==> src/hw/uart_ctrl_pkg.sv <==
package uart_ctrl_pkg;

	// Register indices; byte address is four times the index
	localparam logic [3:0] IDX_DATA = 4'h0;
	localparam logic [3:0] IDX_IRQ_ENABLE = 4'h1;
	localparam logic [3:0] IDX_IRQ_IDENTIFY = 4'h2;
	localparam logic [3:0] IDX_LINE_FORMAT = 4'h3;
	localparam logic [3:0] IDX_HANDSHAKE = 4'h4;
	localparam int ADDR_W = 6;
	localparam int IDX_LSB = 2;

	// Line format fields
	localparam int LF_LEN_LSB = 0;
	localparam int LF_STOP = 2;
	localparam int LF_PAR_EN = 3;
	localparam int LF_EVEN = 4;
	localparam int LF_STICK = 5;
	localparam int LF_BREAK = 6;
	localparam int LF_DIV_ACCESS = 7;

	// Handshake control fields
	localparam int HC_TERM_READY = 0;
	localparam int HC_SEND_REQ = 1;
	localparam int HC_AUX_ONE = 2;
	localparam int HC_IRQ_GATE = 3;
	localparam int HC_LOOPBACK = 4;
	localparam int HC_W = 5;

	// Interrupt enable fields
	localparam int IE_RX_DATA = 0;
	localparam int IE_THR_EMPTY = 1;
	localparam int IE_LINE_STATUS = 2;
	localparam int IE_MODEM = 3;
	localparam int IE_W = 4;

	// Identification codes, bits 3..0
	localparam logic [3:0] ID_NONE = 4'h1;
	localparam logic [3:0] ID_LINE_STATUS = 4'h6;
	localparam logic [3:0] ID_RX_DATA = 4'h4;
	localparam logic [3:0] ID_CHAR_TIMEOUT = 4'hc;
	localparam logic [3:0] ID_THR_EMPTY = 4'h2;
	localparam logic [3:0] ID_MODEM = 4'h0;

	// Reset values
	localparam logic [7:0] LINE_FORMAT_RESET = 8'h00;
	localparam logic [HC_W-1:0] HANDSHAKE_RESET = 5'h00;
	localparam logic [IE_W-1:0] IRQ_ENABLE_RESET = 4'h0;
	localparam logic [15:0] DIVISOR_RESET = 16'h0000;

	// Character timing in 16x baud ticks
	localparam logic [9:0] TICKS_PER_BIT = 10'h010;
	localparam logic [9:0] TICKS_HALF_BIT = 10'h008;
	localparam logic [9:0] START_AND_BASE_BITS = 10'h006;
	localparam logic [1:0] TIMEOUT_CHARS_LOG2 = 2'h2;
	localparam logic [4:0] RX_LEVEL_ONE = 5'h01;
	localparam logic [4:0] RX_LEVEL_FOUR = 5'h04;
	localparam logic [4:0] RX_LEVEL_EIGHT = 5'h08;
	localparam logic [4:0] RX_LEVEL_FOURTEEN = 5'h0e;

	localparam logic [1:0] AXI_OKAY = 2'h0;
	localparam logic [1:0] AXI_SLVERR = 2'h2;

	typedef struct packed {
		logic		break_on;
		logic		stick;
		logic		even;
		logic		parity_en;
		logic		two_stop;
		logic [1:0]	word_len;
	} line_cfg_s;

	typedef struct packed {
		logic	carrier;
		logic	ring;
		logic	set_ready;
		logic	clear_to_send;
	} modem_s;

endpackage

==> src/hw/uart_irq_line_modem.sv <==
// How it works
// (RULE1) Pending sources ranked: line status, data or timeout, holding empty, modem status.
// (RULE2) Identification value frozen while a host read of it is under way.
// (RULE3) Identification bit 0 is low when something is pending, high otherwise.
// (RULE4) Bits 3..1 give 011, 010, 110, 001 or 000 for the top source.
// (RULE5) Bit 3 only set, with bit 2, for character timeout in FIFO mode.
// (RULE6) Bits 7 and 6 both follow FIFO enable.
// (RULE7) FIFO timeout after four idle character times with data; receive read clears.
// (RULE8) Data available drops on buffer read or level under trigger.
// (RULE9) Holding empty cleared by identification read naming it, or holding write.
// (RULE10) Line format bits 1..0 pick five to eight data bits.
// (RULE11) Bit 2 picks one stop bit, else 1.5 for five bits or two.
// (RULE12) Receiver checks only the first stop bit.
// (RULE13) Bit 3 enables a parity bit after data, before stop.
// (RULE14) Bit 4 low gives odd parity, high gives even parity.
// (RULE15) Stick parity sends and checks inverse of bit 4 as constant.
// (RULE16) Bit 6 forces serial output to zero while set.
// (RULE17) Bit 7 steers offsets 0 and 1 to divisor latches; software clears it.
// (RULE18) Offset 0 is receive/transmit data, offset 1 interrupt enable, else divisor.
// (RULE19) Handshake bits 0 and 1 drive terminal ready and send request inverted.
// (RULE20) Handshake bit 2 is plain storage feeding loopback only.
// (RULE21) Handshake bit 3 enables the interrupt output driver.
// (RULE22) Loopback: serial output marks, input ignored, transmit feeds receive.
// (RULE23) Loopback: modem pins cut, outputs high, control bits feed status inputs.
// (RULE24) Loopback modem interrupts come from control bits, still enable gated.
// (RULE25) Handshake bits 7..5 and identification bits 5..4 read zero.
// (RULE26) Identification recomputed every cycle except during the read freeze.
//
// Register access over AXI4-Lite is this design's own decision.
`timescale 1ns/1ps
`default_nettype none
module uart_irq_line_modem (
	input  wire logic                            clk,
	input  wire logic                            reset_n,
	input  wire logic [uart_ctrl_pkg::ADDR_W-1:0] s_axi_awaddr,
	input  wire logic                            s_axi_awvalid,
	output logic                                 s_axi_awready,
	input  wire logic [31:0]                     s_axi_wdata,
	input  wire logic [3:0]                      s_axi_wstrb,
	input  wire logic                            s_axi_wvalid,
	output logic                                 s_axi_wready,
	output logic [1:0]                           s_axi_bresp,
	output logic                                 s_axi_bvalid,
	input  wire logic                            s_axi_bready,
	input  wire logic [uart_ctrl_pkg::ADDR_W-1:0] s_axi_araddr,
	input  wire logic                            s_axi_arvalid,
	output logic                                 s_axi_arready,
	output logic [31:0]                          s_axi_rdata,
	output logic [1:0]                           s_axi_rresp,
	output logic                                 s_axi_rvalid,
	input  wire logic                            s_axi_rready,
	input  wire logic                            fifo_enable,
	input  wire logic [1:0]                      rx_trigger_sel,
	input  wire logic [4:0]                      rx_level,
	input  wire logic                            rx_push,
	input  wire logic [7:0]                      rx_buffer_data,
	output logic                                 rx_buffer_read,
	output logic                                 thr_write,
	output logic [7:0]                           thr_data,
	input  wire logic                            thr_empty,
	input  wire logic                            line_status_event,
	input  wire logic                            modem_delta,
	input  wire logic                            baud16_tick,
	output logic [15:0]                          divisor,
	output uart_ctrl_pkg::line_cfg_s             line_cfg,
	input  wire logic                            tx_shift_out,
	output logic                                 rx_shift_in,
	output logic                                 serial_out,
	input  wire logic                            serial_in,
	output logic                                 terminal_ready_n,
	output logic                                 send_request_n,
	input  wire logic                            clear_to_send_n,
	input  wire logic                            set_ready_n,
	input  wire logic                            ring_indicate_n,
	input  wire logic                            carrier_detect_n,
	output uart_ctrl_pkg::modem_s                modem_status,
	output logic                                 irq_out,
	output logic                                 irq_oe
);
	import uart_ctrl_pkg::*;

	function automatic logic [3:0] reg_index(input logic [ADDR_W-1:0] a);
		reg_index = a[ADDR_W-1:IDX_LSB];
	endfunction

	// One character in 16x ticks: start + data + parity + stop
	function automatic logic [9:0] char_ticks(input logic [7:0] lf);
		logic [9:0] bits;
		logic [9:0] stop;
		bits = START_AND_BASE_BITS + {8'h00, lf[LF_LEN_LSB +: 2]} + {9'h000, lf[LF_PAR_EN]};
		stop = TICKS_PER_BIT;
		if (lf[LF_STOP]) begin
			stop = (lf[LF_LEN_LSB +: 2] == 2'b00) ? TICKS_PER_BIT + TICKS_HALF_BIT : TICKS_PER_BIT + TICKS_PER_BIT;
		end
		char_ticks = (bits - START_AND_BASE_BITS + 10'h006) * TICKS_PER_BIT + stop;
	endfunction

	logic [7:0]       line_format_q;
	logic [HC_W-1:0]  handshake_q;
	logic [IE_W-1:0]  irq_enable_q;
	logic [15:0]      divisor_q;
	logic [7:0]       irq_identify_q;
	logic             thre_pend_q;
	logic             thre_src_q;
	logic             timeout_q;
	logic [9:0]       idle_cnt_q;
	logic             aw_have_q;
	logic             w_have_q;
	logic [3:0]       aw_idx_q;
	logic [7:0]       w_data_q;
	logic             w_strb_q;
	logic             bvalid_q;
	logic [1:0]       bresp_q;
	logic             rvalid_q;
	logic [7:0]       rdata_q;
	logic [1:0]       rresp_q;
	logic             rd_iir_q;
	logic             rx_read_q;
	logic             thr_write_q;
	logic [7:0]       thr_data_q;

	// Bus decode
	wire        divisor_access_select        = line_format_q[LF_DIV_ACCESS];
	wire        loopback    = handshake_q[HC_LOOPBACK];
	wire        ar_take     = s_axi_arvalid & s_axi_arready;
	wire [3:0]  ar_idx      = reg_index(s_axi_araddr);
	wire        wr_fire     = aw_have_q & w_have_q & ~bvalid_q;
	wire        wr_lane     = wr_fire & w_strb_q;
	wire        wr_data     = wr_lane & (aw_idx_q == IDX_DATA);
	wire        wr_ie       = wr_lane & (aw_idx_q == IDX_IRQ_ENABLE);
	wire        wr_thr      = wr_data & ~divisor_access_select; // RULE18
	wire        wr_dll      = wr_data & divisor_access_select; // RULE17
	wire        wr_ier      = wr_ie & ~divisor_access_select; // RULE18
	wire        wr_dlm      = wr_ie & divisor_access_select; // RULE17
	wire        wr_lf       = wr_lane & (aw_idx_q == IDX_LINE_FORMAT);
	wire        wr_hc       = wr_lane & (aw_idx_q == IDX_HANDSHAKE);
	wire        wr_known    = (aw_idx_q <= IDX_HANDSHAKE) & (aw_idx_q != IDX_IRQ_IDENTIFY);
	wire        rd_rbr      = ar_take & (ar_idx == IDX_DATA) & ~divisor_access_select; // RULE18
	wire        rd_iir      = ar_take & (ar_idx == IDX_IRQ_IDENTIFY);
	wire        rd_known    = ar_idx <= IDX_HANDSHAKE;

	// Interrupt sources
	wire [4:0]  trig_level  = (rx_trigger_sel == 2'b00) ? RX_LEVEL_ONE :
				  (rx_trigger_sel == 2'b01) ? RX_LEVEL_FOUR :
				  (rx_trigger_sel == 2'b10) ? RX_LEVEL_EIGHT : RX_LEVEL_FOURTEEN;
	wire        rx_has_data = rx_level != 5'h00;
	// Level based, so a read that drains below trigger removes it
	wire        rx_avail    = fifo_enable ? (rx_level >= trig_level) : rx_has_data; // RULE8
	wire        src_ls      = line_status_event & irq_enable_q[IE_LINE_STATUS];
	wire        src_rx      = rx_avail & irq_enable_q[IE_RX_DATA];
	wire        src_to      = timeout_q & irq_enable_q[IE_RX_DATA];
	wire        src_thre    = thre_pend_q & irq_enable_q[IE_THR_EMPTY];
	wire        src_ms      = modem_delta & irq_enable_q[IE_MODEM]; // RULE24
	wire [3:0]  id_code     = src_ls ? ID_LINE_STATUS : // RULE1 RULE4
				  src_rx ? ID_RX_DATA :
				  src_to ? (fifo_enable ? ID_CHAR_TIMEOUT : ID_RX_DATA) : // RULE5
				  src_thre ? ID_THR_EMPTY :
				  src_ms ? ID_MODEM : ID_NONE; // RULE3
	wire [7:0]  id_next     = {fifo_enable, fifo_enable, 2'b00, id_code}; // RULE6 RULE25
	wire        iir_frozen  = rd_iir | (rvalid_q & rd_iir_q); // RULE2
	wire        thre_named  = rd_iir & (irq_identify_q[3:0] == ID_THR_EMPTY);
	wire        idle_event  = rx_push | rx_read_q | ~rx_has_data | ~fifo_enable;
	wire [9:0]  idle_limit  = char_ticks(line_format_q) << TIMEOUT_CHARS_LOG2;
	wire        idle_done   = baud16_tick & (idle_cnt_q >= idle_limit - 10'h001);

	// Read mux
	wire [7:0]  rd_mux      = (ar_idx == IDX_DATA) ? (divisor_access_select ? divisor_q[7:0] : rx_buffer_data) :
				  (ar_idx == IDX_IRQ_ENABLE) ? (divisor_access_select ? divisor_q[15:8] : {4'h0, irq_enable_q}) :
				  (ar_idx == IDX_IRQ_IDENTIFY) ? irq_identify_q :
				  (ar_idx == IDX_LINE_FORMAT) ? line_format_q :
				  (ar_idx == IDX_HANDSHAKE) ? {3'b000, handshake_q} : 8'h00; // RULE25

	// Bus handshakes
	assign s_axi_awready = ~aw_have_q;
	assign s_axi_wready  = ~w_have_q;
	assign s_axi_arready = ~rvalid_q;
	assign s_axi_bvalid  = bvalid_q;
	assign s_axi_bresp   = bresp_q;
	assign s_axi_rvalid  = rvalid_q;
	assign s_axi_rdata   = {24'h000000, rdata_q};
	assign s_axi_rresp   = rresp_q;

	always_ff @(posedge clk or negedge reset_n) begin
		if (!reset_n) begin
			aw_have_q <= 1'b0;
			w_have_q  <= 1'b0;
			aw_idx_q  <= 4'h0;
			w_data_q  <= 8'h00;
			w_strb_q  <= 1'b0;
		end else begin
			aw_have_q <= (aw_have_q & ~wr_fire) | (s_axi_awvalid & ~aw_have_q);
			w_have_q  <= (w_have_q & ~wr_fire) | (s_axi_wvalid & ~w_have_q);
			if (s_axi_awvalid & ~aw_have_q) begin
				aw_idx_q <= reg_index(s_axi_awaddr);
			end
			if (s_axi_wvalid & ~w_have_q) begin
				w_data_q <= s_axi_wdata[7:0];
				w_strb_q <= s_axi_wstrb[0];
			end
		end
	end

	always_ff @(posedge clk or negedge reset_n) begin
		if (!reset_n) begin
			bvalid_q <= 1'b0;
			bresp_q  <= AXI_OKAY;
			rvalid_q <= 1'b0;
			rdata_q  <= 8'h00;
			rresp_q  <= AXI_OKAY;
			rd_iir_q <= 1'b0;
		end else begin
			bvalid_q <= wr_fire | (bvalid_q & ~s_axi_bready);
			if (wr_fire) begin
				bresp_q <= wr_known ? AXI_OKAY : AXI_SLVERR;
			end
			rvalid_q <= ar_take | (rvalid_q & ~s_axi_rready);
			if (ar_take) begin
				rdata_q  <= rd_mux;
				rresp_q  <= rd_known ? AXI_OKAY : AXI_SLVERR;
				rd_iir_q <= rd_iir;
			end
		end
	end

	// Software registers; narrow writes through byte lane 0 only
	always_ff @(posedge clk or negedge reset_n) begin
		if (!reset_n) begin
			line_format_q <= LINE_FORMAT_RESET;
			handshake_q   <= HANDSHAKE_RESET;
			irq_enable_q  <= IRQ_ENABLE_RESET;
			divisor_q     <= DIVISOR_RESET;
		end else begin
			if (wr_lf) begin
				line_format_q <= w_data_q; // RULE10 RULE11 RULE13 RULE14 RULE15
			end
			if (wr_hc) begin
				handshake_q <= w_data_q[HC_W-1:0]; // RULE20
			end
			if (wr_ier) begin
				irq_enable_q <= w_data_q[IE_W-1:0];
			end
			if (wr_dll) begin
				divisor_q[7:0] <= w_data_q;
			end
			if (wr_dlm) begin
				divisor_q[15:8] <= w_data_q;
			end
		end
	end

	// Identification and pending flags
	always_ff @(posedge clk or negedge reset_n) begin
		if (!reset_n) begin
			irq_identify_q <= {2'b00, 2'b00, ID_NONE};
			thre_pend_q    <= 1'b0;
			thre_src_q     <= 1'b0;
			timeout_q      <= 1'b0;
			idle_cnt_q     <= 10'h000;
		end else begin
			if (!iir_frozen) begin
				irq_identify_q <= id_next; // RULE26
			end
			thre_src_q <= thr_empty & irq_enable_q[IE_THR_EMPTY];
			// Fresh empty edge wins over a same-cycle clear
			if (thr_empty & irq_enable_q[IE_THR_EMPTY] & ~thre_src_q) begin
				thre_pend_q <= 1'b1;
			end else if (thre_named | wr_thr) begin
				thre_pend_q <= 1'b0; // RULE9
			end
			if (idle_event) begin
				idle_cnt_q <= 10'h000;
			end else if (baud16_tick & ~idle_done) begin
				idle_cnt_q <= idle_cnt_q + 10'h001;
			end
			if (idle_done & ~idle_event) begin
				timeout_q <= 1'b1; // RULE7
			end else if (rx_read_q | ~fifo_enable) begin
				timeout_q <= 1'b0; // RULE7
			end
		end
	end

	// Side pulses toward the receive and transmit buffers
	always_ff @(posedge clk or negedge reset_n) begin
		if (!reset_n) begin
			rx_read_q   <= 1'b0;
			thr_write_q <= 1'b0;
			thr_data_q  <= 8'h00;
		end else begin
			rx_read_q   <= rd_rbr;
			thr_write_q <= wr_thr;
			if (wr_thr) begin
				thr_data_q <= w_data_q;
			end
		end
	end

	assign rx_buffer_read = rx_read_q;
	assign thr_write      = thr_write_q;
	assign thr_data       = thr_data_q;
	assign divisor        = divisor_q;

	// Receiver samples one stop bit only; it is told the format, not the count
	assign line_cfg = '{
		break_on:  line_format_q[LF_BREAK],
		stick:     line_format_q[LF_STICK],
		even:      line_format_q[LF_EVEN],
		parity_en: line_format_q[LF_PAR_EN],
		two_stop:  line_format_q[LF_STOP],
		word_len:  line_format_q[LF_LEN_LSB +: 2]
	}; // RULE12

	// Break overrides everything, including loopback marking
	assign serial_out  = line_format_q[LF_BREAK] ? 1'b0 : (loopback ? 1'b1 : tx_shift_out); // RULE16 RULE22
	assign rx_shift_in = loopback ? tx_shift_out : serial_in; // RULE22

	assign terminal_ready_n = loopback ? 1'b1 : ~handshake_q[HC_TERM_READY]; // RULE19 RULE23
	assign send_request_n   = loopback ? 1'b1 : ~handshake_q[HC_SEND_REQ]; // RULE19 RULE23
	assign modem_status = loopback ? '{
		carrier:       handshake_q[HC_IRQ_GATE],
		ring:          handshake_q[HC_AUX_ONE],
		set_ready:     handshake_q[HC_TERM_READY],
		clear_to_send: handshake_q[HC_SEND_REQ]
	} : '{
		carrier:       ~carrier_detect_n,
		ring:          ~ring_indicate_n,
		set_ready:     ~set_ready_n,
		clear_to_send: ~clear_to_send_n
	}; // RULE23 RULE24

	// Output enable low models the high-impedance state
	assign irq_out = ~irq_identify_q[0];
	assign irq_oe  = handshake_q[HC_IRQ_GATE]; // RULE21

endmodule // uart_irq_line_modem
`default_nettype wire

==> config.mk <==
export PLATFORM = sky130hd
export DESIGN_NAME = uart_irq_line_modem
export DESIGN_NICKNAME = d
export VERILOG_FILES = /design/src/hw/uart_ctrl_pkg.sv /design/src/hw/uart_irq_line_modem.sv
export SDC_FILE = /design/constraint.sdc
export NUM_CORES = 1
export LEC_CHECK = 0
export BUFFER_PORTS_ARGS = -buffer_cell sky130_fd_sc_hd__buf_2
export CORE_UTILIZATION = 47
export DETAILED_ROUTE_END_ITERATION = 8
export PLACE_DENSITY = 0.78
export SETUP_SLACK_MARGIN = 0.15
export SYNTH_ARGS = -nofsm -noshare
export SYNTH_HDL_FRONTEND = slang
export SYNTH_SLANG_ARGS = --single-unit
==> constraint.sdc <==
create_clock -name clk -period 4.95 [get_ports clk]
set_input_delay 0.495 -clock clk [delete_from_list [all_inputs] [get_ports clk]]
set_output_delay 0.495 -clock clk [all_outputs]
set_load 0.05 [all_outputs]
Word level (Yosys, flattened, before mapping)
Cells that the tools add are included.
{"block": "op_classes", "addsub": 7, "order_cmp": 4, "eq_ne": 11, "n_mux": 33, "n_bitwise": 64, "n_reduce_logical": 8}
{"cell": "2-to-1 mux 8 bit", "n": 6}
{"cell": "bitwise AND 1 bit", "n": 34}
{"cell": "2-to-1 mux 4 bit", "n": 7}
{"cell": "2-to-1 mux 10 bit", "n": 2}
{"cell": "NOT 1 bit", "n": 20}
{"cell": "equality test 4 x 2 -> 1 bit (second input constant)", "n": 4}
{"cell": "2-to-1 mux 6 bit", "n": 2}
{"cell": "2-to-1 mux 1 bit", "n": 11}
{"cell": "adder 10 x 1 -> 10 bit (second input constant)", "n": 1}
{"cell": ">= comparator 10 bit", "n": 1}
{"cell": "OR 1 bit", "n": 10}
{"cell": "subtractor 10 x 1 -> 10 bit (second input constant)", "n": 1}
{"cell": "adder 8 bit", "n": 1}
{"cell": "equality test 4 x 1 -> 1 bit (second input constant)", "n": 2}
{"cell": "equality test 4 x 3 -> 1 bit (second input constant)", "n": 2}
{"cell": "less-or-equal comparator 4 x 3 -> 1 bit (second input constant)", "n": 2}
{"cell": "zero test 4 bit", "n": 2}
{"cell": "2-to-1 mux 2 bit", "n": 3}
{"cell": "nonzero test 2 bit", "n": 3}
{"cell": ">= comparator 5 x 4 -> 1 bit", "n": 1}
{"cell": "2-to-1 mux 5 bit", "n": 1}
{"cell": "nonzero test 5 bit", "n": 1}
{"cell": "adder 3 x 2 -> 4 bit (first input constant)", "n": 1}
{"cell": "adder 4 x 1 -> 4 bit", "n": 1}
{"cell": "7 further kinds", "n": 8}
{"block": "word_totals", "reg_bits": 91, "input_bits": 82, "output_inout_bits": 84, "elab_cells": 151}

Logic depth before layout (Yosys ltp)
Gate-level depths: netlist of the first run.
{"block": "depth", "depth_word": 12, "depth_mapped": 16, "ltp_nobuf": 15}

Worst setup path before layout of the first run
Ideal clock, no wire load.
{"block": "synth_timing", "path_kind": "register to register", "startpoint": "register line_format_q[0]", "endpoint": "register idle_cnt_q[7]", "setup_ps": 80, "t_arrival_ps": 3365, "required_time_ps": 4870, "path_slack_ps": 1505, "stages_incl_launch_ff": 16, "n_path_buf": 0, "period_less_slack_ps": 3445, "path_cell_list": "dfrtp_1 o21ai_0 ha_1 inv_1 fa_1 nand2_1 nor2_1 xor2_1 nand2_1 o21ai_0 ha_1 a41o_1 a21oi_2 o211ai_4 or4_1 a21oi_1"}
{"block": "synth_via", "elab_chain_cells": 11, "elab_cells_between_ends": 14, "cone_classes": "add/sub: 6; order compare: 1; mux: 2; bitwise: 3; reduce/logical: 2"}
{"element": "from (decl)", "line_no": "uart_irq_line_modem.sv:98", "text": "logic [7:0] line_format_q;"}
{"element": "from (signal assigned)", "line_no": "uart_irq_line_modem.sv:234", "text": "line_format_q <= w_data_q;"}
{"element": "adder 3 x 2 -> 4 bit", "line_no": "uart_irq_line_modem.sv:90", "text": "bits = START_AND_BASE_BITS + {8'h00, lf[LF_LEN_LSB +: 2]} + {9'h000, lf[LF_PAR_EN]};"}
{"element": "adder 4 x 1 -> 4 bit", "line_no": "uart_irq_line_modem.sv:90"}
{"element": "subtractor 4 x 3 -> 4 bit", "line_no": "uart_irq_line_modem.sv:95", "text": "char_ticks = (bits - START_AND_BASE_BITS + 10'h006) * TICKS_PER_BIT + stop;"}
{"element": "adder 4 bit", "line_no": "uart_irq_line_modem.sv:95"}
{"element": "adder 8 bit (*)", "line_no": "uart_irq_line_modem.sv:95"}
{"element": "subtractor 10 x 1 -> 10 bit (*)", "line_no": "uart_irq_line_modem.sv:164", "text": "wire idle_done = baud16_tick & (idle_cnt_q >= idle_limit - 10'h001);"}
{"element": ">= comparator 10 bit (*)", "line_no": "uart_irq_line_modem.sv:164"}
{"element": "bitwise AND 1 bit (*)", "line_no": "uart_irq_line_modem.sv:164"}
{"element": "NOT 1 bit (*)", "line_no": "uart_irq_line_modem.sv:272", "text": "end else if (baud16_tick & ~idle_done) begin"}
{"element": "bitwise AND 1 bit (*)", "line_no": "uart_irq_line_modem.sv:272"}
{"element": "nonzero test 2 bit (no line) (*)"}
{"element": "to (signal assigned)", "line_no": "uart_irq_line_modem.sv:273", "text": "idle_cnt_q <= idle_cnt_q + 10'h001;"}
{"element": "to (decl)", "line_no": "uart_irq_line_modem.sv:106", "text": "logic [9:0] idle_cnt_q;"}
Every way passes the cells marked *; elsewhere a longest branch is shown, timed or not.
A chain may end at the register's enable or synchronous reset.

Worst setup path in the final report of the first run
Same ends and word-level chain as after synthesis.

==> results list, run 1 <==
- Number of I/O port buffers: between 100 and 150
- After global routing the overflow that remains totals 0.
- Die H: 103 microns
- Tracing the worst setup path back leads to its startpoint at line_format_q[0].
* Die X-Extent: roughly 100 microns
- Gr usage total: roughly 22%
- By area, the combinational part of the netlist is dominated by multiplexers.
- Most common cell after layout, fill and taps aside: sky130_fd_sc_hd__buf_2
* Run status: complete, no violations
- Number of enable flip-flop cells after synthesis: 0
* Post-synthesis instance area: approximately 4800 sq um
- Total of endpoints with negative setup slack in the final report: 0
- Total via count in the routed design: 3631
- For the final routed database, the setup TNS stands at 0 ns.
* Hold Crit Class: primary input to asynchronous set/reset pin
- Hold violation total from the final report: 0
- STA classifies the critical path startpoint as a flop.
* Multiplexer share of the synthesized area: between 10% and 20%
- Final period util: roughly four fifths
- In the synthesized netlist the async set-or-reset flop fraction comes to between 90% and 100%.
- Counting every sink on the clock net gives between 80 and 90.
- The repair_antennas step left the layout with diodes totalling 0.
* Beginning of the worst register-to-register path: line_format_q[0]
* Worst setup endpoint: idle_cnt_q[7]
* Setup slack, reg-to-reg: 1.05 ns
* Fin crit period: 3.90 ns
- In this run the tightest slew margin relative to its limit is between 30% and 40%.
- In this run the clock root is driven by a sky130_fd_sc_hd__clkbuf_8.
- Of the total synthesized cell area, the portion taken by full adders, half adders and majority gates is between 4 and 5%.
* Unrepaired setup endpoints after global routing: false
- For this design the static power due to leakage is 2.76 nW.
* DRC violations left: 0
- Among all flip-flop cells after synthesis, the most frequent one is sky130_fd_sc_hd__dfrtp_1.
- Total I/O pin count: ~170
- Required time of the critical path: 5.23 ns
- The endpoint identified for the worst register-to-register timing path is idle_cnt_q[7].
- Area overhead of the layout relative to synthesis: 15.4%
- Fill cells in the final layout number about 860.
* Final wirelength: roughly 11000 microns
* Post-cts repair resize count: 0
- Max-cap violations in this run came to 0.
- Vias per Instance: 5.42
- After detailed routing, the average wire length per cell comes to ~17 microns.
- In the final design database the tool counted 630 nets.
- In this run, synthesis produced a sequential element count of 89.
- Post-synthesis cell type count: between 50 and 60
- Initial core utilization: roughly half
- At the pin with the least slew margin, the transition time is between 1 and 1.5 ns.
- First-pass GRT wire length: approximately 18000 microns
* Simple-gate portion of the synthesized area: between 10% and 20%
- Via count of the first global-routing pass: around 3600
* Data arrival time at the worst-slack endpoint: around 4.2 ns
- Worst Clk Skew: roughly 0.014 ns
- Total Die Area: 10600 sq um
- After clock tree synthesis, the clock-pin slew on the worst setup and hold paths is ~0.090 ns.
* Maximum vdd ir drop: about 450 uV
- Fraction of the mapped netlist area in compound gates: roughly 11%
- Worst Reg2Reg Path Length in Cells: 15
- The later pin in the worst-skew pair is clocked with a latency of between 0.3 and 0.4 ns.
* H-Tree Level Count: 3
- Maximum number of pins on one net before global-route repair: 63
- Max Clock Freq: between 200 and 300 MHz
- Total design power: around 3.2 mW
- Std-Cell Rows: 36
- In the final layout, the share of cells above drive strength 1 is between 30% and 40%.
- Synthesized-area fraction occupied by xor and xnor cells: less than 1%
* Final-report max-slew violation count: 0
- DR pass1 iterations: 4
* DP HPWL: roughly 8300 microns
- After technology mapping, the gate count stands at 433.
- The core region is slightly below 10000 sq um.
- The congestion estimate from routability-driven global placement came to roughly 0.8.
- For this design, the CTS-stage hold fixing added 0 buffers.
* Detail Route Antenna Nets: 0
- Number of buffers inserted during clock tree synthesis: 9
- Along the worst path, the maximum fanout reaches 19.
* Most frequent cells in the layout: sky130_fd_sc_hd__buf_2 (107), sky130_fd_sc_hd__dfrtp_1 (88), sky130_fd_sc_hd__mux2_2 (60)
- No sink is reached through more buffers than the 2 on the longest clock path.
- The worst setup path is captured at a flop.
* Count of warnings emitted by yosys: 0
- The critical path is of the flop to flop type.
- The first routing iteration left 182 violations.
* PwrDens: around 580 nW/um^2
- The number of antenna violations at the first check in global routing is 0.
- Sequential cells were found to cover a little under half of the synthesized design area.
- TritonCTS built the clock tree.
* Mean cell area of the mapped netlist: approximately 11 sq um
* Setup repair bufs after CTS: 0
metal layers:
layer	GRT usage (%)	share of wire [%]
met5	0	0
met4	8.45	3.0
met3	5.15	6.3
met2	36.9	47
met1	27.7	43
logic make-up (layout without fill, tap and decap cells):
family | Yosys count | in the layout
adders and majority gates | 16 | 16
AOI/OAI and AO/OA | 83 | 83
DFF | 89 | 89
muxes | 73 | 73
xor gates and xnor gates | 5 | 5
other | 1 | 26
and+or+nand+nor | 102 | 102
buffers and inverters | 64 | 143
sequential cells by signal, summed over array words and instances (netlist names), 4 cells and up:
name / flops
rdata_q: 8
irq_enable_q: 4
irq_identify_q: 5
line_format_q: 8
divisor: 16
w_data_q: 8
idle_cnt_q: 10
handshake_q: 5
aw_idx_q: 4
thr_data: 8
area by class of cell:
class / count / area [sq um] / area share (%)
clock buffer: 10 / 138 / 2.49
clock inverter: 6 / 97.6 / 1.76
inverter: 18 / 67.6 / 1.22
multi-input combinational: 305 / 2280 / 41.3
sequential: 89 / 2230 / 40.3
tap: 133 / 166 / 3.01
timing repair buffer: 109 / 551 / 9.95
critical path: stages (launching register included):
cell and delay (ns):
sky130_fd_sc_hd__dfrtp_1 0.45, sky130_fd_sc_hd__o21ai_0 0.40, sky130_fd_sc_hd__ha_1 0.25, sky130_fd_sc_hd__inv_1 0.06, sky130_fd_sc_hd__fa_1 0.54, sky130_fd_sc_hd__nand2_1 0.10, sky130_fd_sc_hd__nor2_1 0.12, sky130_fd_sc_hd__xor2_1 0.16
sky130_fd_sc_hd__nand2_1 0.07, sky130_fd_sc_hd__o21ai_0 0.08, sky130_fd_sc_hd__ha_1 0.30, sky130_fd_sc_hd__a41o_1 0.23, sky130_fd_sc_hd__a21oi_2 0.18, sky130_fd_sc_hd__o211ai_4 0.20, sky130_fd_sc_hd__or4_1 0.54, sky130_fd_sc_hd__a21oi_1 0.15
power breakdown:
part           switching, mW  internal [mW]
Sequential             0.282          0.928
Clock                  0.267          0.305
Combinational          0.922          0.497
Total                   1.47           1.73
worst min path at each step:
stage,from,to,slack [ns]
finish,reset_n,thr_data[6],0.04
global route,reset_n,thr_data[3],0.06
CTS,reset_n,thr_data[6],0.03
detailed placement,reset_n,thr_write,0.43
global placement,reset_n,thr_write,0.42
floorplan,reset_n,aw_have_q,0.20
Yosys cell counts, types with 2 or more instances:
library cell	count	area share (%)
sky130_fd_sc_hd__a211oi_1	2	0.31
sky130_fd_sc_hd__a21oi_1	21	2.2
sky130_fd_sc_hd__a21oi_2	2	0.37
sky130_fd_sc_hd__a22o_1	5	0.91
sky130_fd_sc_hd__a32oi_1	4	0.73
sky130_fd_sc_hd__and2_1	2	0.26
sky130_fd_sc_hd__and3_1	3	0.39
sky130_fd_sc_hd__buf_2	4	0.42
sky130_fd_sc_hd__buf_4	33	5.2
sky130_fd_sc_hd__clkbuf_1	7	0.55
sky130_fd_sc_hd__dfrtp_1	88	46
sky130_fd_sc_hd__ha_1	15	3.9
sky130_fd_sc_hd__inv_1	18	1.4
sky130_fd_sc_hd__mux2_2	60	14
sky130_fd_sc_hd__mux2i_1	12	2.5
sky130_fd_sc_hd__nand2_1	31	2.4
sky130_fd_sc_hd__nand2b_1	6	0.78
sky130_fd_sc_hd__nand3_1	10	1.0
sky130_fd_sc_hd__nand4_1	4	0.52
sky130_fd_sc_hd__nor2_1	15	1.2
sky130_fd_sc_hd__nor2b_1	5	0.65
sky130_fd_sc_hd__nor3_1	4	0.42
sky130_fd_sc_hd__nor4_1	2	0.26
sky130_fd_sc_hd__nor4_4	2	0.89
sky130_fd_sc_hd__nor4b_1	2	0.37
sky130_fd_sc_hd__o211ai_1	3	0.47
sky130_fd_sc_hd__o21a_1	4	0.63
sky130_fd_sc_hd__o21ai_0	29	3.0
sky130_fd_sc_hd__o221ai_1	3	0.55
sky130_fd_sc_hd__o31ai_1	3	0.47
sky130_fd_sc_hd__or3_1	5	0.65
sky130_fd_sc_hd__or4_1	3	0.47
sky130_fd_sc_hd__xnor2_1	2	0.37
sky130_fd_sc_hd__xor2_1	3	0.55
through the flow:
stage | utilization [%] | hold WS (ns) | worst slack [ns] | cells | area (sq um)
floorplan | - | 0.199 | 1.50 | 458 | 4890
global placement | 54.0 | 0.424 | 1.27 | 654 | 5300
detailed placement | 54.0 | 0.430 | 1.06 | 654 | 5300
CTS | 56.3 | 0.0312 | 1.05 | 670 | 5530
global route | 56.3 | 0.0551 | 0.739 | 670 | 5530
finish | 56.3 | 0.0389 | 1.05 | 670 | 5530
(Power assumes the default switching activity.)
==> run 2: changes to the inputs <==
--- a/config.mk
+++ b/config.mk
@@ -6,9 +6,9 @@
 export NUM_CORES = 1
 export LEC_CHECK = 0
 export BUFFER_PORTS_ARGS = -buffer_cell sky130_fd_sc_hd__buf_2
-export CORE_UTILIZATION = 47
+export CORE_UTILIZATION = 46
 export DETAILED_ROUTE_END_ITERATION = 8
-export PLACE_DENSITY = 0.78
+export PLACE_DENSITY = 0.79
 export SETUP_SLACK_MARGIN = 0.15
 export SYNTH_ARGS = -nofsm -noshare
 export SYNTH_HDL_FRONTEND = slang
==> constraint.sdc (replaced) <==
create_clock -name clk -period 3.4 [get_ports clk]
set_input_delay 0.34 -clock clk [delete_from_list [all_inputs] [get_ports clk]]
set_output_delay 0.34 -clock clk [all_outputs]
set_load 0.05 [all_outputs]
==> run 2 against run 1 <==
  * The run now ends with negative setup slack left
  * Core utilization grew 1.0 points
  * First-iteration DRC count grew 45%
  * Clock-buffer cell count grew 2
  * Sequential cell count is the same
  * Clock power grew 45%
  * Non-clock buffer count grew 17
  * Sequential power grew 45%
  * Combinational power grew 65%
  * Wire length grew 4.8%
  * Register-to-register slack lost 1.1 ns
  * Setup slack lost 1.1 ns
  * Sequential share of layout area shrank 1.3 points
  * Critical endpoint unchanged
  * Largest power group unchanged
==> results list, run 2 (synthesis results as in run 1) <==
- The startpoint of the most critical register-to-register path is line_format_q[3] (was line_format_q[0]).
- The power per cell area is 863 nW/um^2 (was 579 nW/um^2).
* Area overhead of the layout relative to synthesis: 19.1% (was 15.4%)
* Ant. Diodes: 0 (unchanged)
* Clock slew seen by the registers of the worst setup and hold paths: 0.09 ns (about the same)
- Number of I/O port buffers: 108 (unchanged)
- The maximum operating frequency is 286 MHz (was 256 MHz).
- The critical path class was flop to flop (unchanged).
- The number of nets in the finished design came to 648 (was 630).
* Critical Path Slowest Stage Cell: sky130_fd_sc_hd__fa_1 (unchanged)
* Number of sinks driven by the clock tree: 89 (unchanged)
- The headroom to the max-slew limit came to 33.5% (was 31.9%).
- Clock root buffer master: sky130_fd_sc_hd__clkbuf_8 (unchanged)
- The full die area was 10800 sq um (was 10600 sq um).
* Violations in the final reports: negative setup slack
- The reg2reg setup slack came to -0.09 ns (was 1.05 ns).
* Data arrival time at the worst-slack endpoint: 3.78 ns (was 4.18 ns)
- The wire length of the first global-routing pass is 18900 microns (was 17600 microns).
* Most common cell after layout, fill and taps aside: sky130_fd_sc_hd__buf_2 (unchanged)
- The area of the core was 9950 sq um (was 9820 sq um).
- Largest stage delay, worst path: 0.55 ns (was 0.54 ns)
- The share of layout cells above drive strength 1 came to 40.0% (was 36.9%).
- Crit start category: flop (unchanged)
- Insertion delay of the later-clocked pin in the worst-skew pair: 0.36 ns (was 0.35 ns)
- Max FFs per register: 16 (unchanged)
* Maximum number of pins on one net before global-route repair: 56 (was 63)
* Maximum fanout count along the critical path: 8 (was 19)
- The number of failing setup endpoints in the final timing report was 5 (was 0).
- Unrepaired setup endpoints after global routing: true (was false)
- The via density per instance came to 5.52 (was 5.42).
- The number of ports placed on the die boundary is 166 (unchanged).
- The first-iteration detailed-routing DRC count is 263 (was 182).
- The cts-stage hold buffer count came to 0 (unchanged).
- Terminus of the critical flop-to-flop path: idle_cnt_q[7] (unchanged)
- Antenna violations before repair: 0 (unchanged)
* H-Tree Level Count: 3 (unchanged)
* Final period util: 103% (was 78.8%)
- The floorplan row count is 36 (unchanged).
* Global route overflow: 0 (unchanged)
- The wire length per cell after detailed routing was 17.0 microns (was 16.7 microns).
* Required time of the critical path: 3.69 ns (was 5.23 ns)
- Most frequent cells in the layout: sky130_fd_sc_hd__buf_2 (107), sky130_fd_sc_hd__dfrtp_1 (88), sky130_fd_sc_hd__mux2_2 (60) (unchanged).
- The count of filler cells inserted in the layout was 836 (was 856).
- Number of buffers inserted during clock tree synthesis: 9 (unchanged)
- Via count of the first global-routing pass: 3775 (was 3619)
- The die height came to 104 microns (was 103 microns).
- The path type of the worst min-delay path is primary input to asynchronous set/reset pin (unchanged).
- WP buf/inv: 1 (unchanged)
- Most frequent cell on the critical path: sky130_fd_sc_hd__ha_1
* Endpoint kind of the worst setup timing path: flop (unchanged)
* Worst Reg2Reg Path Length in Cells: 15 (unchanged)
* Largest delay share family, worst path: adder cells (was compound AO/OA/AOI/OAI gates)
- The deepest clock path buffer count came to 2 (unchanged).
- Final-report max-slew violation count: 0 (unchanged)
* Final wirelength: 11700 microns (was 11200 microns)
* TritonCTS clock tree: done (unchanged)
- The global-route total usage across every layer is 22.3% (was 22.0%).
* Worst Clk Skew: 0.0134 ns (was 0.0143 ns)
* Initial core utilization: 48.2% (was 48.8%)
* Run status: complete, but fails checks (was complete, no violations)
* Total design power: 4.93 mW (was 3.20 mW)
- The number of design rule violations left after detail routing came to 0 (unchanged).
* Die X-Extent: 104 microns (was 103 microns)
- The count of endpoints failing hold in the final timing report was 0 (unchanged).
* Total non-filler cell area in the finished layout: 5710 sq um (was 5530 sq um)
- Pin slew with the least headroom to its limit: 0.998 ns (was 1.02 ns)
* DP HPWL: 8640 microns (was 8320 microns)
- PnR worst setup slack: -0.0943 ns (was 1.05 ns)
- The max-capacitance violation count is 0 (unchanged).
- Detail Route Antenna Nets: 0 (unchanged)
* DR pass1 iterations: 4 (unchanged)
- Fin crit period: 3.49 ns (was 3.90 ns)
- Chain of cells forming the critical path: ha_1, ha_2, inv_2, fa_1, nand2_2, nor2_4, xor2_1, nand2_1, o21ai_1, ha_1, a41o_1, a21oi_4, o211ai_4, or4_4, a21oi_2 (was o21ai_0, ha_1, inv_1, fa_1, nand2_1, nor2_1, xor2_1, nand2_1, o21ai_0, ha_1, a41o_1, a21oi_2, o211ai_4, or4_1, a21oi_1).
- The detailed-route via count was 3801 (was 3631).
* Placed cell area: 5380 sq um (was 5300 sq um)
- The standby leakage power is 2.85 nW (was 2.76 nW).
- Maximum vdd ir drop: 609 uV (was 445 uV)
- Gp weighted congestion: 0.866 (was 0.824)
[run 2: cell count changes in the layout (fill, tap and decap cells not counted), sizes merged]
cell and delta:
buf +17, clkbuf +2, clkinv -2, clkinvlp +2, inv -2, o211ai +1
[run 2: layout make-up]
class / instances / area (sq um) / area share [%]
clock buffer: 12 / 155 / 2.72
inverter: 18 / 67.6 / 1.18
sequential: 89 / 2230 / 39.0
timing repair buffer: 126 / 682 / 11.9
clock inverter: 4 / 75.1 / 1.31
multi-input combinational: 306 / 2340 / 40.9
tap: 133 / 166 / 2.91
[run 2: how the worst max path moves through the flow]
| stage | start | end | slack [ns] | depth (start not counted) |
|---|---|---|---|---|
| final | line_format_q[3] | idle_cnt_q[7] | -0.09 | 15 |
| after CTS | line_format_q[0] | idle_cnt_q[7] | -0.02 | 15 |
| after detailed placement | line_format_q[0] | idle_cnt_q[7] | -0.1 | 15 |
| after floorplan | line_format_q[0] | idle_cnt_q[7] | 0.08 | 15 |
| after global placement | line_format_q[0] | idle_cnt_q[7] | -0.004 | 15 |
| after global routing | line_format_q[3] | idle_cnt_q[7] | -0.24 | 15 |
[run 2: timing repair]
action                     4_1_cts  5_1_grt
gates resized for setup          3        6
setup endpoints to repair       10       11
pin swaps                       11        3
gates cloned                     1        0
buffers inserted                 5        2
[run 2: power by group]
part           total [mW]  internal, mW  leakage [nW]  switching (mW)
combinational        2.35         0.894          1.58            1.46
clock               0.828         0.455         0.109           0.374
sequential           1.75          1.35          1.17           0.401
total                4.93          2.70          2.85            2.23
[run 2: stage by stage]
| step | TNS, ns | utilization, % | hold WS [ns] | instances | worst slack (ns) |
|---|---|---|---|---|---|
| floorplan | 0 | - | 0.0444 | 458 | 0.0844 |
| global placement | -0.00423 | 54.0 | 0.413 | 664 | -0.00423 |
| detailed placement | -0.250 | 54.0 | 0.424 | 664 | -0.0976 |
| CTS | -0.0193 | 57.0 | 0.0302 | 686 | -0.0193 |
| global route | -1.37 | 57.4 | 0.0591 | 688 | -0.239 |
| finish | -0.215 | 57.4 | 0.0106 | 688 | -0.0943 |
[run 2: layer usage]
| layer | track usage, % | wire length [microns] |
|---|---|---|
| met5 | 0 | 0 |
| met4 | 8.67 | 221 |
| met3 | 7.02 | 980 |
| met2 | 36.3 | 5680 |
| met1 | 27.7 | 4830 |
